File: src/verilog/qeci_regs.svh
// register offsets, field positions, reset values and timing counts
`ifndef QECI_REGS_SVH
`define QECI_REGS_SVH

`define QECI_OFF_CTRL      8'h00
`define QECI_OFF_RES       8'h04
`define QECI_OFF_ZOFF      8'h08
`define QECI_OFF_ABSIDX    8'h0C
`define QECI_OFF_SCALE     8'h10
`define QECI_OFF_OUTPOS    8'h14
`define QECI_OFF_EXTPOS    8'h18
`define QECI_OFF_EXTREV    8'h1C
`define QECI_OFF_STATUS    8'h20

`define QECI_FMODE_LSB     0
`define QECI_SRC_LSB       4
`define QECI_DEC_LSB       8
`define QECI_DIR_BIT       12

`define QECI_RST_RES       16'h0000
`define QECI_RST_ZOFF      16'h0000
`define QECI_RST_ABSIDX    32'h0000_0000
`define QECI_RST_SCALE     16'h0001

`define QECI_CLK_MHZ       250
`define QECI_EDGE_GAP_NS   40
`define QECI_EDGE_GAP_CYC  ((`QECI_EDGE_GAP_NS * `QECI_CLK_MHZ + 999) / 1000)

`endif

File: src/verilog/qeci_pkg.sv
// types shared by the position interface
package qeci_pkg;
  typedef enum logic [2:0] {
    QECI_FM_INPUT   = 3'h0,
    QECI_FM_OUT_REV = 3'h1,
    QECI_FM_OUT_ABS = 3'h2,
    QECI_FM_IN_QUAD = 3'h3,
    QECI_FM_IN_STEP = 3'h4,
    QECI_FM_IN_UPDN = 3'h5,
    QECI_FM_DUO_REV = 3'h6,
    QECI_FM_DUO_ABS = 3'h7
  } qeci_fmode_t;

  typedef enum logic [1:0] {
    QECI_SRC_NONE = 2'h0,
    QECI_SRC_EMU  = 2'h1,
    QECI_SRC_OPTO = 2'h2
  } qeci_src_t;

  typedef enum logic [1:0] {
    QECI_DEC_QUAD = 2'h0,
    QECI_DEC_STEP = 2'h1,
    QECI_DEC_UPDN = 2'h2
  } qeci_dec_t;
endpackage

File: src/verilog/qeci_qdec.sv
// input decoder for quadrature, step/direction and up/down signals
`timescale 1ns/1ps
module qeci_qdec (
  input  wire logic              clock_i,
  input  wire logic              rst_n_i,
  input  wire logic              enable_i,
  input  wire qeci_pkg::qeci_dec_t mode_i,
  input  wire logic              ch_a_i,
  input  wire logic              ch_b_i,
  output logic                   step_o,
  output logic                   up_o
);
  logic prev_a_r;
  logic prev_b_r;

  wire chg_a   = ch_a_i ^ prev_a_r;
  wire chg_b   = ch_b_i ^ prev_b_r;
  wire rise_a  = ch_a_i & ~prev_a_r;
  wire rise_b  = ch_b_i & ~prev_b_r;
  // both channels moving at once has no defined direction
  wire q_step  = chg_a ^ chg_b;
  wire q_up    = chg_a ? (ch_a_i ^ ch_b_i) : ~(ch_a_i ^ ch_b_i);
  // direction sampled with the step edge itself
  wire s_step  = rise_a;
  wire s_up    = ~ch_b_i;
  wire u_step  = rise_a ^ rise_b;
  wire u_up    = rise_a;

  always_ff @(posedge clock_i or negedge rst_n_i) begin
    if (!rst_n_i) begin
      prev_a_r <= 1'b0;
      prev_b_r <= 1'b0;
    end else begin
      prev_a_r <= ch_a_i;
      prev_b_r <= ch_b_i;
    end
  end

  always_comb begin
    step_o = 1'b0;
    up_o   = 1'b0;
    unique case (mode_i)
      qeci_pkg::QECI_DEC_QUAD: begin
        step_o = q_step;
        up_o   = q_up;
      end
      qeci_pkg::QECI_DEC_STEP: begin
        step_o = s_step;
        up_o   = s_up;
      end
      qeci_pkg::QECI_DEC_UPDN: begin
        step_o = u_step;
        up_o   = u_up;
      end
      default: begin
        step_o = 1'b0;
        up_o   = 1'b0;
      end
    endcase
    step_o = step_o & enable_i;
  end
endmodule

File: src/verilog/qeci_top.sv
// encoder emulation output and secondary position input
`timescale 1ns/1ps
`include "qeci_regs.svh"
module qeci_top (
  input  wire logic        clock_i,
  input  wire logic        rst_n_i,
  input  wire logic [7:0]  reg_addr_i,
  input  wire logic [31:0] reg_wdata_i,
  input  wire logic        reg_wr_i,
  input  wire logic        reg_rd_i,
  output logic      [31:0] reg_rdata_o,
  input  wire logic [15:0] fb_pos_i,
  input  wire logic        home_done_i,
  input  wire logic        emu_a_i,
  input  wire logic        emu_b_i,
  input  wire logic        emu_z_i,
  output logic             emu_a_o,
  output logic             emu_b_o,
  output logic             emu_z_o,
  output logic             emu_a_oe_o,
  output logic             emu_b_oe_o,
  output logic             emu_z_oe_o,
  input  wire logic        opto_a_i,
  input  wire logic        opto_b_i,
  output logic      [31:0] cmd_pos_o,
  output logic      [15:0] cmd_rev_o,
  output logic             cmd_step_o
);
  localparam logic [3:0] GAP_CYC = 4'(`QECI_EDGE_GAP_CYC);

  function automatic logic is_out_mode(input qeci_pkg::qeci_fmode_t m);
    is_out_mode = (m == qeci_pkg::QECI_FM_OUT_REV) ||
                  (m == qeci_pkg::QECI_FM_OUT_ABS) ||
                  (m == qeci_pkg::QECI_FM_DUO_REV) ||
                  (m == qeci_pkg::QECI_FM_DUO_ABS);
  endfunction

  function automatic logic is_abs_mode(input qeci_pkg::qeci_fmode_t m);
    is_abs_mode = (m == qeci_pkg::QECI_FM_OUT_ABS) ||
                  (m == qeci_pkg::QECI_FM_DUO_ABS);
  endfunction

  // settings
  qeci_pkg::qeci_fmode_t fmode_r;
  qeci_pkg::qeci_src_t   src_r;
  qeci_pkg::qeci_dec_t   dec_r;
  logic                  dir_r;
  logic [15:0]           res_r;
  logic [15:0]           zoff_r;
  logic [31:0]           abs_idx_r;
  logic [15:0]           scale_r;

  wire sel_ctrl   = reg_addr_i == `QECI_OFF_CTRL;
  wire sel_res    = reg_addr_i == `QECI_OFF_RES;
  wire sel_zoff   = reg_addr_i == `QECI_OFF_ZOFF;
  wire sel_absidx = reg_addr_i == `QECI_OFF_ABSIDX;
  wire sel_scale  = reg_addr_i == `QECI_OFF_SCALE;

  always_ff @(posedge clock_i or negedge rst_n_i) begin
    if (!rst_n_i) begin
      fmode_r   <= qeci_pkg::QECI_FM_INPUT;
      src_r     <= qeci_pkg::QECI_SRC_NONE;
      dec_r     <= qeci_pkg::QECI_DEC_QUAD;
      dir_r     <= 1'b0;
      res_r     <= `QECI_RST_RES;
      zoff_r    <= `QECI_RST_ZOFF;
      abs_idx_r <= `QECI_RST_ABSIDX;
      scale_r   <= `QECI_RST_SCALE;
    end else if (reg_wr_i) begin
      if (sel_ctrl) begin
        fmode_r <= qeci_pkg::qeci_fmode_t'(reg_wdata_i[`QECI_FMODE_LSB +: 3]);
        src_r   <= qeci_pkg::qeci_src_t'(reg_wdata_i[`QECI_SRC_LSB +: 2]);
        dec_r   <= qeci_pkg::qeci_dec_t'(reg_wdata_i[`QECI_DEC_LSB +: 2]);
        dir_r   <= reg_wdata_i[`QECI_DIR_BIT];
      end
      if (sel_res)    res_r     <= reg_wdata_i[15:0];
      if (sel_zoff)   zoff_r    <= reg_wdata_i[15:0];
      if (sel_absidx) abs_idx_r <= reg_wdata_i;
      if (sel_scale)  scale_r   <= reg_wdata_i[15:0];
    end
  end

  // pin synchronisers
  wire  [4:0] pins_raw = {opto_b_i, opto_a_i, emu_z_i, emu_b_i, emu_a_i};
  logic [4:0] pins_s1_r;
  logic [4:0] pins_s2_r;

  genvar gi;
  generate
    for (gi = 0; gi < 5; gi++) begin : g_sync
      always_ff @(posedge clock_i or negedge rst_n_i) begin
        if (!rst_n_i) begin
          pins_s1_r[gi] <= 1'b0;
          pins_s2_r[gi] <= 1'b0;
        end else begin
          pins_s1_r[gi] <= pins_raw[gi];
          pins_s2_r[gi] <= pins_s1_r[gi];
        end
      end
    end
  endgenerate

  // emulated encoder output
  wire emit_en = is_out_mode(fmode_r);

  logic [1:0]         fb_top_r;
  logic signed [15:0] rev_r;
  logic [31:0]        out_pos_r;
  logic [15:0]        in_rev_r;
  logic [31:0]        abs_base_r;
  logic [3:0]         gap_r;

  wire [31:0] frac_prod = fb_pos_i * res_r;
  wire [15:0] frac_cnt  = frac_prod[31:16];
  wire wrap_up = (fb_top_r == 2'b11) && (fb_pos_i[15:14] == 2'b00);
  wire wrap_dn = (fb_top_r == 2'b00) && (fb_pos_i[15:14] == 2'b11);
  // new turn count used at once, no backward count at the wrap
  wire signed [15:0] rev_cur = wrap_up ? rev_r + 16'sh0001 :
                               wrap_dn ? rev_r - 16'sh0001 : rev_r;
  wire signed [32:0] rev_prod = rev_cur * $signed({1'b0, res_r});
  wire [31:0] target   = rev_prod[31:0] + {16'h0000, frac_cnt};
  wire signed [31:0] diff = $signed(target - out_pos_r);
  wire can_step  = emit_en && (gap_r == 4'h0);
  wire do_up     = can_step && (diff > 0);
  wire do_dn     = can_step && (diff < 0);
  wire [15:0] res_m1 = res_r - 16'h0001;
  // one phase state per count, four per line cycle
  wire [31:0] pos_nxt = do_up ? out_pos_r + 32'h0000_0001 :
                        do_dn ? out_pos_r - 32'h0000_0001 :
                        out_pos_r;
  wire [15:0] in_rev_nxt =
    do_up ? ((in_rev_r >= res_m1) ? 16'h0000 : in_rev_r + 16'h0001) :
    do_dn ? ((in_rev_r == 16'h0000) ? res_m1 : in_rev_r - 16'h0001) :
    in_rev_r;
  wire [1:0]  phase  = pos_nxt[1:0];
  wire qa = phase[1] ^ phase[0];
  wire qb = phase[1];
  wire [31:0] abs_rel = pos_nxt - abs_base_r;
  wire idx_rev = in_rev_nxt == zoff_r;
  wire idx_abs = abs_rel == abs_idx_r;
  wire idx_sel = is_abs_mode(fmode_r) ? idx_abs : idx_rev;

  always_ff @(posedge clock_i or negedge rst_n_i) begin
    if (!rst_n_i) begin
      fb_top_r <= 2'b00;
      rev_r    <= 16'sh0000;
    end else begin
      fb_top_r <= fb_pos_i[15:14];
      rev_r    <= rev_cur;
    end
  end

  // output slews one count per gap, so large jumps catch up slowly
  always_ff @(posedge clock_i or negedge rst_n_i) begin
    if (!rst_n_i) begin
      out_pos_r <= 32'h0000_0000;
      in_rev_r  <= 16'h0000;
      gap_r     <= 4'h0;
    end else begin
      out_pos_r <= pos_nxt;
      in_rev_r  <= in_rev_nxt;
      if (do_up || do_dn) gap_r <= GAP_CYC - 4'h1;
      else if (gap_r != 4'h0) gap_r <= gap_r - 4'h1;
    end
  end

  // homing moves the reference to the last zero point, no phase jump
  always_ff @(posedge clock_i or negedge rst_n_i) begin
    if (!rst_n_i) begin
      abs_base_r <= 32'h0000_0000;
    end else if (home_done_i) begin
      abs_base_r <= out_pos_r - {16'h0000, in_rev_r};
    end
  end

  always_ff @(posedge clock_i or negedge rst_n_i) begin
    if (!rst_n_i) begin
      emu_a_o    <= 1'b0;
      emu_b_o    <= 1'b0;
      emu_z_o    <= 1'b0;
      emu_a_oe_o <= 1'b0;
      emu_b_oe_o <= 1'b0;
      emu_z_oe_o <= 1'b0;
    end else begin
      emu_a_o    <= emit_en & (dir_r ? qb : qa);
      emu_b_o    <= emit_en & (dir_r ? qa : qb);
      emu_z_o    <= emit_en & idx_sel;
      emu_a_oe_o <= emit_en;
      emu_b_oe_o <= emit_en;
      emu_z_oe_o <= emit_en;
    end
  end

  // secondary input selection
  wire fm_in   = (fmode_r == qeci_pkg::QECI_FM_IN_QUAD) ||
                 (fmode_r == qeci_pkg::QECI_FM_IN_STEP) ||
                 (fmode_r == qeci_pkg::QECI_FM_IN_UPDN);
  wire fm_duo  = (fmode_r == qeci_pkg::QECI_FM_DUO_REV) ||
                 (fmode_r == qeci_pkg::QECI_FM_DUO_ABS);
  wire use_emu = fm_in ||
                 (!emit_en && (src_r == qeci_pkg::QECI_SRC_EMU));
  wire use_opt = fm_duo ||
                 (!fm_in && (src_r == qeci_pkg::QECI_SRC_OPTO));
  wire [1:0] fm_off = 2'(fmode_r - qeci_pkg::QECI_FM_IN_QUAD);
  // modes 3 to 5 pick the decoder directly
  wire qeci_pkg::qeci_dec_t eff_dec =
    fm_in  ? qeci_pkg::qeci_dec_t'(fm_off) :
    fm_duo ? qeci_pkg::QECI_DEC_STEP :
    dec_r;
  wire dec_en = (use_emu || use_opt) && (res_r != 16'h0000);
  wire dec_a  = use_opt ? pins_s2_r[3] : pins_s2_r[0];
  wire dec_b  = use_opt ? pins_s2_r[4] : pins_s2_r[1];
  logic dec_step;
  logic dec_up;

  qeci_qdec u_qdec (
    .clock_i (clock_i),
    .rst_n_i (rst_n_i),
    .enable_i(dec_en),
    .mode_i  (eff_dec),
    .ch_a_i  (dec_a),
    .ch_b_i  (dec_b),
    .step_o  (dec_step),
    .up_o    (dec_up)
  );

  // scale assumed not above the resolution
  wire [15:0] amt = (eff_dec == qeci_pkg::QECI_DEC_STEP) ?
                    scale_r : 16'h0001;
  logic [15:0] ext_in_rev_r;
  wire  [16:0] up_sum = {1'b0, ext_in_rev_r} + {1'b0, amt};
  wire         up_wrap = up_sum >= {1'b0, res_r};
  wire  [16:0] up_val = up_wrap ? up_sum - {1'b0, res_r} : up_sum;
  wire         dn_wrap = ext_in_rev_r < amt;
  wire  [16:0] dn_val = {1'b0, ext_in_rev_r} + (dn_wrap ? {1'b0, res_r} :
                        17'h0_0000) - {1'b0, amt};

  always_ff @(posedge clock_i or negedge rst_n_i) begin
    if (!rst_n_i) begin
      cmd_pos_o    <= 32'h0000_0000;
      cmd_rev_o    <= 16'h0000;
      ext_in_rev_r <= 16'h0000;
      cmd_step_o   <= 1'b0;
    end else begin
      cmd_step_o <= dec_step;
      if (dec_step && dec_up) begin
        cmd_pos_o    <= cmd_pos_o + {16'h0000, amt};
        ext_in_rev_r <= up_val[15:0];
        if (up_wrap) cmd_rev_o <= cmd_rev_o + 16'h0001;
      end else if (dec_step) begin
        cmd_pos_o    <= cmd_pos_o - {16'h0000, amt};
        ext_in_rev_r <= dn_val[15:0];
        if (dn_wrap) cmd_rev_o <= cmd_rev_o - 16'h0001;
      end
    end
  end

  // register reads
  wire [31:0] ctrl_rd = {19'h0_0000, dir_r, 2'b00, dec_r, 2'b00, src_r,
                         1'b0, fmode_r};
  wire [31:0] stat_rd = {26'h000_0000, emit_en, pins_s2_r};
  wire [31:0] rd_mux =
    sel_ctrl   ? ctrl_rd :
    sel_res    ? {16'h0000, res_r} :
    sel_zoff   ? {16'h0000, zoff_r} :
    sel_absidx ? abs_idx_r :
    sel_scale  ? {16'h0000, scale_r} :
    (reg_addr_i == `QECI_OFF_OUTPOS) ? out_pos_r - abs_base_r :
    (reg_addr_i == `QECI_OFF_EXTPOS) ? cmd_pos_o :
    (reg_addr_i == `QECI_OFF_EXTREV) ? {16'h0000, cmd_rev_o} :
    (reg_addr_i == `QECI_OFF_STATUS) ? stat_rd :
    32'h0000_0000;

  always_ff @(posedge clock_i or negedge rst_n_i) begin
    if (!rst_n_i) reg_rdata_o <= 32'h0000_0000;
    else          reg_rdata_o <= reg_rd_i ? rd_mux : 32'h0000_0000;
  end
endmodule

File: config.mk
export PLATFORM = sky130hd
export DESIGN_NAME = qeci_top
export DESIGN_NICKNAME = d
export VERILOG_FILES = /design/src/verilog/qeci_pkg.sv /design/src/verilog/qeci_qdec.sv /design/src/verilog/qeci_top.sv
export VERILOG_INCLUDE_DIRS = /design/src /design/src/verilog
export SDC_FILE = /design/constraint.sdc
export NUM_CORES = 2
export LEC_CHECK = 0
export ABC_AREA = 1
export BUFFER_PORTS_ARGS = -buffer_cell sky130_fd_sc_hd__clkbuf_2
export CAP_MARGIN = 20
export CORE_AREA = 2 2 288 290
export DETAILED_ROUTE_END_ITERATION = 10
export DIE_AREA = 0 0 290 292
export PLACE_DENSITY_LB_ADDON = 0.05
export SLEW_MARGIN = 30
export SYNTH_ARGS = -nofsm -noshare
export SYNTH_HDL_FRONTEND = slang
export SYNTH_SLANG_ARGS = --single-unit
File: constraint.sdc
create_clock -name clock_i -period 20.7 [get_ports clock_i]
set_input_delay 4.14 -clock clock_i [delete_from_list [all_inputs] [get_ports clock_i]]
set_output_delay 4.14 -clock clock_i [all_outputs]
set_load 0.1 [all_outputs]
==> flow_summary.json <==
{
  "status": "finished, final reports clean",
  "synth_simple_gate_area_frac": 0.207,
  "synth_area_leaders": "fa_1 20%, dfrtp_1 17%, ha_1 12%",
  "path_clk_slew_ns": 0.05,
  "postCtsSetupBuffers": 0,
  "std_cell_rows": 105,
  "rsz0062_at_grt": "false",
  "num_vias": 40100,
  "io_buffers": 152,
  "cts_resized": 0,
  "vdd_drop_max_mv": 0.0799,
  "yosys_warnings": 0,
  "fin_crit_sh": 0.913,
  "clock_path_buffers": 3,
  "p_leak_nw": 25.7,
  "critical_path.most_common_cell": "nand2_1",
  "drv_slew": 0,
  "boundaryPins": 153,
  "path_class": "in2reg",
  "rr_worst_depth": 64,
  "hpwl_um": 119000,
  "worstSetupEndpointType": "flop",
  "start_util": 0.547,
  "syn_inst": 6077,
  "clkSinkCount": 303,
  "multi_input_area_um2": 31600,
  "synthMuxAreaShare": 0.00376,
  "synth_compound_area_frac": 0.113,
  "wl_per_cell_um": 20.7,
  "syn_nets": 7041,
  "fmaxAchievable_ghz": 0.0529,
  "place_congestion": 0.976,
  "worstSkewPairLatency_ns": 0.59,
  "grt_pass1_vias": 39600,
  "critical-path-max-stage-delay_ns": 0.63,
  "cp-start-kind": "input pin",
  "grt_start_max_net_pins": 79,
  "avgSynthCellArea_um2": 7.34,
  "cts-root-buf": "clkbuf_16",
  "cts_tree": "yes",
  "max_cap_viol_count": 0,
  "die-area_um2": 84700,
  "fin_ws_ns": 1.79,
  "cp.arrival_ns": 19.42,
  "syn_to_final_growth_pct": 6.71,
  "die_x_um": 290,
  "synth_flop_cell": "dfrtp_1",
  "cts_max_level": 2,
  "grt_antenna_before_repair": 5,
  "whs_path_depth": 0,
  "gr-total-overflow": 0,
  "fin_crit_ns": 18.91,
  "drc": 0,
  "yosys.area_share.xor_xnor": 0.0534,
  "slew_headroom": 0.360,
  "synthDistinctLibCells": 71,
  "seq_area_frac_synth": 0.170,
  "ant_nets": 0,
  "cts_made_buffers": 41,
  "critPathSlowestCell": "nor4_1",
  "firstDrtPassIters": 6,
  "synth_top_area_share": 0.204,
  "seq_area_um2": 7580,
  "synth_edf_count": 0,
  "clock_skew_ns": 0.0334,
  "mappedNetlistArea_um2": 44600,
  "worst_slew_pin_slew_ns": 0.959,
  "nNetsFinal": 7068,
  "routed_wl_um": 149000,
  "layout-drive-gt1-share": 0.0561,
  "nFillCells": 7936,
  "grt_pass1_wl_um": 232000,
  "synthAdderAreaFrac": 0.328,
  "track_usage": 0.354,
  "die_h_um": 292,
  "power_per_cell_area_nw_per_um2": 128,
  "dp_slack_ns": 1.34,
  "synth_largest_area_cell": "fa_1",
  "drt-initial-drc-count": 3473,
  "setup_tns_ns": 0,
  "vias_per_cell": 5.57,
  "synth_top_family_by_area": "adder cells",
  "required_ns": 21.21,
  "synth-async-reset-ratio": 1.00,
  "hold_viol": 0,
  "cp_max_fo": 24,
  "core_um2": 81600,
  "setup_violations": 0,
  "synth-seq-cells": 303,
  "hold_class": "reg2reg",
  "cts_hold_buffers": 0
}
## layout make-up
class,instances,share of cell area
inverters,1241,0.0979
clock buffers,60,0.0252
flip-flops and latches,303,0.159
multi-input cells,4326,0.664
well taps,1070,0.0281
clock inverters,11,0.00305
repair buffers,191,0.0225
diodes,4,0.000210
## cells by family after synthesis
kind of cell	Yosys count
simple gates	2239
compound gates	905
flops	303
mux	15
xor+xnor	269
buf+inv	1448
fa+ha+maj	898
## routing by layer
layer	wire, um	global-route usage	vias to the layer above
met3	12000	0.0488	221
li1	-	-	19000
met1	66800	0.511	19300
met4	4750	0.105	0
met5	0	0	-
met2	65300	0.553	1559
## stage by stage
stage,hold WS (ns),std cells,instance area (um^2),total power [mW],util
floorplan,0.331,6077,44600,4.13,-
global placement,0.339,7131,46200,5.28,0.566
detailed placement,0.335,7131,46200,5.30,0.567
CTS,0.347,7202,47600,6.05,0.583
global route,0.355,7202,47600,6.67,0.583
finish,0.347,7206,47600,6.10,0.583
## Yosys cell counts, drive strengths merged (4+ instances only)
master and n:
or2 12, nand4 73, a22oi 8, fa 455
buf 51, a21oi 324, a211oi 14, a21boi 15
clkbuf 156, o21a 5, xnor2 91, clkinv 13
nand3 223, o211ai 27, a31oi 26, dfrtp 302
o21bai 18, o31ai 13, nand3b 15, nor4 15
a41oi 4, o22ai 6, nor2 415, o21ai 398
inv 1228, o221ai 4, nor3 79, a221oi 14
o2111ai 7, mux2 14, xor2 176, nand2 1398
a21o 10, ha 443
## cell usage in the layout (no fill, tap or decap), drive strengths merged, types with 21 or more instances in the layout
cell | Yosys | layout
nand4 | 73 | 73
a21oi | 324 | 324
fa | 455 | 455
nand3 | 223 | 223
inv | 1228 | 1228
clkinv | 13 | 21
buf | 51 | 40
nor2 | 415 | 415
o21ai | 398 | 398
xnor2 | 91 | 91
xor2 | 176 | 176
nor3 | 79 | 79
a31oi | 26 | 26
o211ai | 27 | 27
clkbuf | 156 | 211
nand2 | 1398 | 1398
dfrtp | 302 | 302
ha | 443 | 443
## report_power, final
group | internal (mW) | switching (mW) | total [mW]
combinational | 1.49 | 2.96 | 4.45
clock | 0.427 | 0.294 | 0.721
sequential | 0.712 | 0.211 | 0.923
total | 2.63 | 3.47 | 6.10
## critical path, delay by kind of cell
family	cells	cell delay, ns
AO/OA/AOI/OAI	8	1.69
buffers and inverters	11	1.40
XOR/XNOR	3	0.76
AND/OR/NAND/NOR	27	4.38
adder cells (fa/ha/maj)	15	7.00
## sequential cells by signal, indices dropped and copies added (netlist names), 3 cells and up
| register | cells |
|---|---|
| pins_s2_r | 5 |
| out_pos_r | 32 |
| zoff_r | 16 |
| fmode_r | 3 |
| abs_idx_r | 32 |
| in_rev_r | 16 |
| reg_rdata_o | 32 |
| cmd_pos_o | 32 |
| gap_r | 4 |
| ext_in_rev_r | 16 |
| pins_s1_r | 5 |
| rev_r | 16 |
| abs_base_r | 32 |
| cmd_rev_o | 16 |
| scale_r | 16 |
| res_r | 16 |
## worst paths after layout
kind                         startpoint  slack, ns            to
max in group asynchronous       rst_n_i      15.34    zoff_r[11]
setup reg to reg               res_r[7]       4.47       emu_z_o
hold reg to reg            pins_s1_r[0]       0.35  pins_s2_r[0]
hold / removal             pins_s1_r[0]       0.35  pins_s2_r[0]
setup / recovery           fb_pos_i[10]       1.79       emu_z_o
min in group asynchronous       rst_n_i       3.45     rev_r[14]
(Power assumes the default switching activity.)
